### src/logic/mi_pkg.sv
`default_nettype none
package mi_pkg;
    // ******
    // Timing
    // ******
    localparam int unsigned CLK_NS = 100; // Core clock period, 10 MHz
    localparam int unsigned PWRUP_NS = 1000000; // Supply settle time, 1 ms
    localparam int unsigned PWRUP_CYC = PWRUP_NS / CLK_NS; // Longest time, rounds down
    localparam int unsigned CNT_W = 14; // Settle counter width

    // ******
    // Step table
    // ******
    localparam logic [6:0] HOME_IDX = 7'h10; // 45 degrees, both windings 71%
    localparam logic [6:0] FULL_OFS = 7'h10; // Full step grid sits on odd 45s
    // Quarter wave of the sine, percent, index 0..32
    localparam logic [6:0] QSIN [0:32] = '{7'h00, 7'h05, 7'h0A, 7'h0F, 7'h14, 7'h18, 7'h1D, 7'h22, 7'h26,
        7'h2B, 7'h2F, 7'h33, 7'h38, 7'h3C, 7'h3F, 7'h43, 7'h47, 7'h4A, 7'h4D, 7'h50, 7'h53, 7'h56, 7'h58,
        7'h5A, 7'h5C, 7'h5E, 7'h60, 7'h61, 7'h62, 7'h63, 7'h64, 7'h64, 7'h64};
    localparam logic [2:0] SLOW_DECAY = 3'h0; // Decay code for slow decay

    // ******
    // Registers
    // ******
    localparam logic [7:0] CTRL_OFS = 8'h00; // Control
    localparam logic [7:0] STATE_OFS = 8'h04; // Indexer state, read only
    localparam logic [7:0] IRQ_STAT_OFS = 8'h08; // Sticky events, write one to clear
    localparam logic [7:0] IRQ_MASK_OFS = 8'h0C; // Event mask
    localparam logic [7:0] LEVEL_OFS = 8'h10; // Winding levels, read only
    localparam int unsigned CTRL_OFF_BIT = 0; // Software bridge off
    localparam int unsigned EV_W = 4; // Event count
    localparam int unsigned EV_STEP = 0; // Step taken
    localparam int unsigned EV_FMT = 1; // Format changed on a step
    localparam int unsigned EV_READY = 2; // Supplies settled
    localparam int unsigned EV_LOCK = 3; // Supply lockout entered
    localparam logic CTRL_RST = 1'b0; // Bridges allowed after reset
    localparam logic [3:0] MASK_RST = 4'h0; // All events masked after reset

    // ******
    // Types
    // ******
    typedef enum logic [2:0] {
        MI_FULL = 3'b000, MI_HALF = 3'b001, MI_QUARTER = 3'b010,
        MI_EIGHTH = 3'b011, MI_SIXTEENTH = 3'b100, MI_32ND = 3'b101
    } mi_fmt_e;
    localparam mi_fmt_e FMT_RST = MI_FULL; // Format after reset
    typedef enum logic [1:0] {PW_OFF = 2'b00, PW_SETTLE = 2'b01, PW_RUN = 2'b10} mi_pwr_e;
    typedef struct packed {
        logic signed [7:0] a; // Winding A, percent
        logic signed [7:0] b; // Winding B, percent
    } mi_coil_s;
    typedef struct packed {
        logic [11:0] rsvd0;
        logic sleep_n;
        logic dir;
        logic fault_n;
        logic bridge;
        logic [1:0] rsvd1;
        logic [1:0] pwr;
        logic rsvd2;
        logic [2:0] fmt;
        logic rsvd3;
        logic [6:0] idx;
    } mi_state_s;
endpackage
`default_nettype wire

### src/logic/mi_indexer.sv
// Notes on behaviour
// - Two selects pick full down to 1/32
// - Low select has low, high, undriven
// - Selects sampled on each step rise
// - Format change lands on next valid state
// - Home at 45 degrees after wake
// - One table state per step rise
// - Direction high ascends, low descends
// - Positive level drives pos over neg
// - 128 states, coarser formats skip entries
// - Sleep kills bridges, pump, rail, logic
// - Inputs ignored while asleep
// - Fault low until supplies settle, 1 ms
// - Output disable leaves indexer running
// - Rising current forces slow decay
// - Supply lockout resets, holds fault low
`default_nettype none
module mi_indexer #(
    parameter int unsigned READY_CYC = mi_pkg::PWRUP_CYC // Settle cycles, shorten in simulation
) (
    input wire logic mclk_i,
    input wire logic rstn_i,
    input wire logic [7:0] paddr_i,
    input wire logic psel_i,
    input wire logic penable_i,
    input wire logic pwrite_i,
    input wire logic [31:0] pwdata_i,
    output var logic [31:0] prdata_o,
    output logic pready_o,
    output logic pslverr_o,
    input wire logic step_i,
    input wire logic dir_i,
    input wire logic format_select_high_i,
    input wire logic format_select_low_i,
    input wire logic format_select_low_z_i,
    input wire logic sleep_request_n_i,
    input wire logic output_disable_n_i,
    input wire logic supply_low_lockout_i,
    input wire logic [2:0] decay_select_a_i,
    output var mi_pkg::mi_coil_s coil_o,
    output var logic [1:0] winding_out_pos_o,
    output var logic [1:0] winding_out_neg_o,
    output var logic bridge_en_o,
    output var logic [2:0] decay_mode_a_o,
    output var logic charge_pump_en_o,
    output var logic internal_rail_en_o,
    output var logic fault_flag_n_o,
    output var logic irq_o
);
    import mi_pkg::*;

    // ******
    // Helpers
    // ******
    // Pin levels to step format
    function automatic mi_fmt_e fmt_decode(input logic hi, input logic lo, input logic lo_z);
        logic [2:0] c;
        c = (hi ? 3'h3 : 3'h0) + (lo_z ? 3'h2 : {2'b00, lo});
        return mi_fmt_e'(c);
    endfunction
    // Index distance of one step
    function automatic logic [6:0] fmt_size(input mi_fmt_e f);
        unique case (f)
            MI_FULL: return 7'h20;
            MI_HALF: return 7'h10;
            MI_QUARTER: return 7'h08;
            MI_EIGHTH: return 7'h04;
            MI_SIXTEENTH: return 7'h02;
            default: return 7'h01;
        endcase
    endfunction
    // Signed sine percent of an index
    function automatic logic signed [7:0] sin_pct(input logic [6:0] i);
        logic [5:0] r;
        logic [6:0] m;
        r = i[5] ? 6'(6'h20 - {1'b0, i[4:0]}) : {1'b0, i[4:0]};
        m = QSIN[r];
        return i[6] ? -$signed({1'b0, m}) : $signed({1'b0, m});
    endfunction
    // Next grid point of a format; off-grid indexes snap toward travel
    function automatic logic [6:0] next_step(input logic [6:0] i, input mi_fmt_e f, input logic fwd);
        logic [6:0] base;
        logic [6:0] sz;
        logic [6:0] rel;
        logic [6:0] grid;
        base = (f == MI_FULL) ? FULL_OFS : 7'h00;
        sz = fmt_size(f);
        rel = i - base;
        grid = rel & ~(sz - 7'h01);
        if (fwd) begin
            return base + grid + sz;
        end
        return (grid == rel) ? base + grid - sz : base + grid;
    endfunction
    // Magnitude of a signed level
    function automatic logic [6:0] mag(input logic signed [7:0] v);
        return v[7] ? 7'(-v) : v[6:0];
    endfunction

    // ******
    // Pin synchronisers
    // ******
    logic [10:0] pin_meta; // First stage, read only by the second
    logic [10:0] pin_s; // Second stage
    logic step_q; // Step level one cycle back
    logic supply_low_lockout_q; // Lockout level one cycle back

    // All pins are asynchronous to the core clock
    always_ff @(posedge mclk_i) begin
        if (!rstn_i) begin
            pin_meta <= 11'h000;
            pin_s <= 11'h000;
            supply_low_lockout_q <= 1'b0;
        end else begin
            pin_meta <= {decay_select_a_i, supply_low_lockout_i, output_disable_n_i, sleep_request_n_i,
                format_select_low_z_i, format_select_low_i, format_select_high_i, dir_i, step_i};
            pin_s <= pin_meta;
            supply_low_lockout_q <= pin_s[7]; // Lockout history, cleared by reset, not by the core clear
        end
    end

    logic step_s;
    logic dir_s;
    logic sleep_n_s;
    logic dis_s;
    logic supply_low_lockout_s;
    logic [2:0] decay_s;
    assign step_s = pin_s[0];
    assign dir_s = pin_s[1];
    assign sleep_n_s = pin_s[5];
    assign dis_s = pin_s[6];
    assign supply_low_lockout_s = pin_s[7];
    assign decay_s = pin_s[10:8];
    // Sleep and lockout clear the core like a reset
    logic core_clr;
    assign core_clr = !rstn_i || !sleep_n_s || supply_low_lockout_s;
    // Edge history
    always_ff @(posedge mclk_i) begin
        if (core_clr) begin
            step_q <= 1'b0;
        end else begin
            step_q <= step_s;
        end
    end
    logic step_rise; // Step edge taken
    mi_fmt_e fmt_now; // Format on the select pins
    assign step_rise = step_s && !step_q && !core_clr;
    assign fmt_now = fmt_decode(pin_s[2], pin_s[3], pin_s[4]);

    // ******
    // Power sequencer
    // ******
    mi_pwr_e pwr;
    logic [CNT_W-1:0] settle_cnt;
    // Rail and pump come up on wake, fault held until settled
    always_ff @(posedge mclk_i) begin
        if (core_clr) begin
            pwr <= PW_OFF;
            settle_cnt <= '0;
        end else begin
            unique case (pwr)
                PW_OFF: pwr <= PW_SETTLE;
                PW_SETTLE: begin
                    settle_cnt <= settle_cnt + 1'b1;
                    if (settle_cnt == CNT_W'(READY_CYC - 1)) begin
                        pwr <= PW_RUN;
                    end
                end
                PW_RUN: pwr <= PW_RUN;
                default: pwr <= PW_OFF;
            endcase
        end
    end

    // ******
    // Indexer
    // ******
    logic [6:0] idx; // Table index, 0 is 0 degrees
    mi_fmt_e fmt; // Format used by last step
    logic [6:0] prev_mag; // Winding A magnitude before last step
    logic signed [7:0] lvl_a;
    logic signed [7:0] lvl_b;
    assign lvl_a = sin_pct(idx + 7'h20); // Cosine
    assign lvl_b = sin_pct(idx);

    // Selects captured on the same edge that moves the index
    always_ff @(posedge mclk_i) begin
        if (core_clr) begin
            idx <= HOME_IDX;
            fmt <= FMT_RST;
            prev_mag <= mag(sin_pct(HOME_IDX));
        end else if (step_rise) begin
            fmt <= fmt_now;
            idx <= next_step(idx, fmt_now, dir_s);
            prev_mag <= mag(lvl_a);
        end
    end

    logic a_rising; // Winding A current grew on last step
    assign a_rising = mag(lvl_a) > prev_mag;

    // ******
    // Registers
    // ******
    logic ctrl_off; // Software bridge off
    logic [EV_W-1:0] irq_stat;
    logic [EV_W-1:0] irq_mask;
    logic [EV_W-1:0] ev;
    logic wr_en;
    logic setup;
    logic err_q;
    assign wr_en = psel_i && penable_i && pwrite_i;
    assign setup = psel_i && !penable_i;
    assign pready_o = 1'b1; // Zero wait states
    assign pslverr_o = psel_i && penable_i && err_q;

    always_comb begin
        ev = '0;
        ev[EV_STEP] = step_rise;
        ev[EV_FMT] = step_rise && (fmt_now != fmt);
        ev[EV_READY] = (pwr == PW_SETTLE) && (settle_cnt == CNT_W'(READY_CYC - 1)) && !core_clr;
        ev[EV_LOCK] = supply_low_lockout_s && !supply_low_lockout_q;
    end

    // Control and mask
    always_ff @(posedge mclk_i) begin
        if (!rstn_i) begin
            ctrl_off <= CTRL_RST;
            irq_mask <= MASK_RST;
        end else if (wr_en && paddr_i == CTRL_OFS) begin
            ctrl_off <= pwdata_i[CTRL_OFF_BIT];
        end else if (wr_en && paddr_i == IRQ_MASK_OFS) begin
            irq_mask <= pwdata_i[EV_W-1:0];
        end
    end

    // Sticky events; a new event beats a clear in the same cycle
    always_ff @(posedge mclk_i) begin
        if (!rstn_i) begin
            irq_stat <= '0;
            irq_o <= 1'b0;
        end else begin
            if (wr_en && paddr_i == IRQ_STAT_OFS) begin
                irq_stat <= (irq_stat & ~pwdata_i[EV_W-1:0]) | ev;
                irq_o <= |(((irq_stat & ~pwdata_i[EV_W-1:0]) | ev) & irq_mask);
            end else begin
                irq_stat <= irq_stat | ev;
                irq_o <= |((irq_stat | ev) & irq_mask);
            end
        end
    end

    mi_state_s st;
    mi_coil_s lvl_now;
    always_comb begin
        st = '0;
        st.idx = idx;
        st.fmt = fmt;
        st.pwr = pwr;
        st.bridge = bridge_en_o;
        st.fault_n = fault_flag_n_o;
        st.dir = dir_s;
        st.sleep_n = sleep_n_s;
        lvl_now = '{a: lvl_a, b: lvl_b};
    end

    // Read data latched in setup so it stands through access
    always_ff @(posedge mclk_i) begin
        if (!rstn_i) begin
            prdata_o <= 32'h0000_0000;
            err_q <= 1'b0;
        end else if (setup) begin
            err_q <= 1'b0;
            unique case (paddr_i)
                CTRL_OFS: prdata_o <= {31'h0, ctrl_off};
                STATE_OFS: prdata_o <= st;
                IRQ_STAT_OFS: prdata_o <= {28'h0, irq_stat};
                IRQ_MASK_OFS: prdata_o <= {28'h0, irq_mask};
                LEVEL_OFS: prdata_o <= {16'h0, lvl_now};
                default: begin
                    prdata_o <= 32'h0000_0000;
                    err_q <= 1'b1;
                end
            endcase
        end
    end

    // ******
    // Output stage
    // ******
    logic next_en; // Bridge drive allowed
    assign next_en = (pwr == PW_RUN) && !dis_s && !ctrl_off;

    // Levels and drive follow the index one cycle later
    always_ff @(posedge mclk_i) begin
        if (core_clr) begin
            coil_o <= '{a: 8'sh00, b: 8'sh00};
            winding_out_pos_o <= 2'h0;
            winding_out_neg_o <= 2'h0;
            bridge_en_o <= 1'b0;
            decay_mode_a_o <= SLOW_DECAY;
        end else begin
            coil_o <= lvl_now;
            winding_out_pos_o <= {next_en && lvl_b > 0, next_en && lvl_a > 0};
            winding_out_neg_o <= {next_en && lvl_b < 0, next_en && lvl_a < 0};
            bridge_en_o <= next_en;
            decay_mode_a_o <= a_rising ? SLOW_DECAY : decay_s;
        end
    end

    // Supplies and fault pin
    always_ff @(posedge mclk_i) begin
        if (core_clr) begin
            charge_pump_en_o <= 1'b0;
            internal_rail_en_o <= 1'b0;
            fault_flag_n_o <= 1'b0;
        end else begin
            charge_pump_en_o <= 1'b1;
            internal_rail_en_o <= 1'b1;
            fault_flag_n_o <= (pwr == PW_RUN);
        end
    end
endmodule
`default_nettype wire

### config.mk
export PLATFORM = sky130hd
export DESIGN_NAME = mi_indexer
export DESIGN_NICKNAME = d
export VERILOG_FILES = /design/src/logic/mi_pkg.sv /design/src/logic/mi_indexer.sv
export SDC_FILE = /design/constraint.sdc
export NUM_CORES = 1
export LEC_CHECK = 0
export BUFFER_PORTS_ARGS = -buffer_cell sky130_fd_sc_hd__buf_2
export CORE_ASPECT_RATIO = 1.5
export CORE_MARGIN = 4
export CORE_UTILIZATION = 50
export DETAILED_ROUTE_END_ITERATION = 10
export PLACE_DENSITY = 0.74
export SLEW_MARGIN = 30
export SYNTH_ARGS = -nofsm -noshare
export SYNTH_HDL_FRONTEND = slang
export SYNTH_SLANG_ARGS = --single-unit
### constraint.sdc
create_clock -name mclk_i -period 5.5 [get_ports mclk_i]
set_clock_uncertainty 0.05 [all_clocks]
set_input_delay 0.825 -clock mclk_i [delete_from_list [all_inputs] [get_ports mclk_i]]
set_output_delay 0.825 -clock mclk_i [all_outputs]
set_load 0.02 [all_outputs]
==> results.ini <==
[yosys]
synthFlopType=dfxtp_1
synthArstFlopShare_pct=0
ys_ff_latch=114
synth-warning-count=0
synthCells=892
ys_types=101
synth_edf_count=0
seq_area_frac_synth_pct=30.0
syn_area_mm2=0.00759
syn_area_per_cell_um2=8.51

[placed_design]
place_area_mm2=0.00809
dpl.cell_count=1139
gp_congestion=0.937
numPortBuffers=76
place_ws_ns=0.294
dp_hpwl_um=14500

[power_and_ir_drop]
sw_frac_of_total_pct=24.1
p_total_mw=2.09
switchingPower_mw=0.505
comb_power_share_pct=7.2
ir_drop_uv=345
p_leak_nw=3.67
power_density_mw_per_mm2=240
seqPwrFrac_pct=40.3
clock_power_share_pct=52.5
p_int_mw=1.59

[worst_setup_path]
setup.worst_path.start_class=flip-flop
cp.required_ns=5.81
path_buf_inv=1
crit_chain=inv_1, ha_1, mux2_4, ha_1, mux2i_1, o21ai_0, o41ai_2, a2111oi_4, and3_1, a21oi_2, or2_1, nand2_1, ha_1, nor2b_1, o21a_1, o21a_1, o21a_1, o21ai_0, nand2b_1, a21oi_1, o21a_1, and2_1
arrival_ns=5.43
slowest_stage=a2111oi_4
cp_top_family=compound AO/OA/AOI/OAI gates
critPathKind=reg -> reg
crit_top_cell=o21a_1
max_stage_delay_ns=0.42
cp-end-kind=flip-flop
cp_max_fo=6

[global_routing]
grt.met1_usage_pct=26.8
antenna_found_initial=0
grt_max_degree=56
grt_overflow=0
track_usage_pct=23.5
top_usage_layer=met2
grt_pass1_wl_um=32600
first_global_vias=6726
grt.met2_usage_pct=40.4
gr-usage-met3_pct=5.60

[die]
pin_count=118
die_y_um=159
coreArea_mm2=0.0147
row_count=54
die_area_mm2=0.0173
start_util_pct=51.6
dieWidth_um=109

[clocking]
clk_pin_slew_ns=0.06
clock_sinks=114
cts_max_level=4
clk_path_buf_depth=2
cts_tree=yes
numCtsBuffers=17
clockRootBuffer=clkbuf_16
hold_buffers=0
worst_skew_pair.late_latency_ns=0.41

[drt]
wl_per_cell_um=17.1
drt_wl_total_um=20000
drc_errors=0
postRouteAntennaNets=0
drt-vias-per-instance=5.81
vias=6820
drt_iter0_markers=378
dr.pass1.iters=5

[layout]
syn_to_final_growth_pct=14.9
fin_nets=1073
utilization_pct=59.3
final_common_cell=dfxtp_1
final_cell_mix=114 x dfxtp_1, 82 x nor2_1, 76 x buf_2, 67 x nand2_1, 51 x ha_1
fin_cells=1173
final_area_mm2=0.00873
antenna_cells=0
drive_gt1_share_pct=20.1

[timing]
worst_hold_slack_ns=0.374
rsz0062_at_grt=no
fin_crit_ns=5.12
post-route-period-util_pct=93.1
fmax_mhz=195
worst_pin_slew_ns=0.930
worst_slack_ns=0.377
maxSlewHeadroom_pct=37.5
fin_setup_tns_ns=0
setup_viol=0
slew_viol_final=0
hold_viol_final=0

[run_status]
status=finished clean

[min_path]
hold_class=reg -> reg

[flow_run]
cap_viol_max_count=0

==> state kept, by name, summed over array words and instances (netlist names), 2 cells and up <==
name               count
settle_cnt            14
coil_o                16
winding_out_pos_o      2
pin_meta              11
irq_mask               4
prev_mag               7
irq_stat               4
pwr                    2
idx                    7
prdata_o              20
winding_out_neg_o      2
decay_mode_a_o         3
fmt                    3
pin_s                 11
==> synth_stat cells (all sizes together), types with 28 or more instances <==
| cell | instances | area (um2) |
|---|---|---|
| nand3 | 33 | 170 |
| o21ai | 42 | 210 |
| a21oi | 30 | 161 |
| ha | 51 | 638 |
| buf | 31 | 236 |
| inv | 38 | 143 |
| clkbuf | 28 | 105 |
| dfxtp | 114 | 2280 |
| nand2 | 68 | 263 |
| nor2 | 82 | 308 |
| xnor2 | 29 | 277 |
| and2 | 42 | 263 |
==> what timing repair did <==
item / CTS / global route
resized for setup: 0 / 7
buffers inserted: 0 / 2
setup endpoints to repair: 0 / 3
==> worst register-to-register path: cells and delay by family (launching register included) <==
kind / cells / cell delay (ns)
flip-flops: 1 / 0.36
AO/OA/AOI/OAI: 10 / 2.17
AND/OR/NAND/NOR: 6 / 1.08
adder cells (fa/ha/maj): 3 / 0.92
multiplexers: 2 / 0.42
buffers and inverters: 1 / 0.07
==> power by group through the flow <==
stage	sequential [mW]	combinational, mW	clock [mW]
floorplan	0.862	0.114	0
global placement	0.861	0.146	0
detailed placement	0.861	0.148	0
CTS	0.843	0.149	1.11
global route	0.844	0.167	1.15
finish	0.843	0.151	1.10
==> path summary, 6_finish.rpt <==
path	start	to	slack [ns]	cells past startpoint
setup / recovery	idx[0]	decay_mode_a_o[0]	0.38	22
setup reg to reg	idx[0]	decay_mode_a_o[0]	0.38	22
hold / removal	pin_meta[1]	pin_s[1]	0.37	1
hold reg to reg	pin_meta[1]	pin_s[1]	0.37	1
==> logic make-up (layout without fill, tap and decap cells) <==
group	count (synthesis)	after routing	share of synthesized area, %
flops	114	114	30.0
fa+ha+maj	55	55	9.19
xor+xnor	44	44	5.55
buf+inv	97	171	6.38
mux	23	23	3.76
compound gates	209	209	20.9
simple gates	348	348	24.1
other cells	2	13	0.0989
==> cell type report <==
type                            count  area [um2]
Fill cell                        1348        6000
Inverter                           38         143
Tap cell                          196         245
Timing Repair Buffer              101         568
Clock inverter                     12         130
Multi-Input combinational cell    692        4900
Sequential cell                   114        2280
Clock buffer                       20         457
==> metal layers <==
metal,part of all wire (%),vias to the layer above
li1,-,3303
met1,39,3191
met2,50,263
met3,6.6,63
met4,4.3,0
met5,0,-
Power figures use the tool's default switching activity.
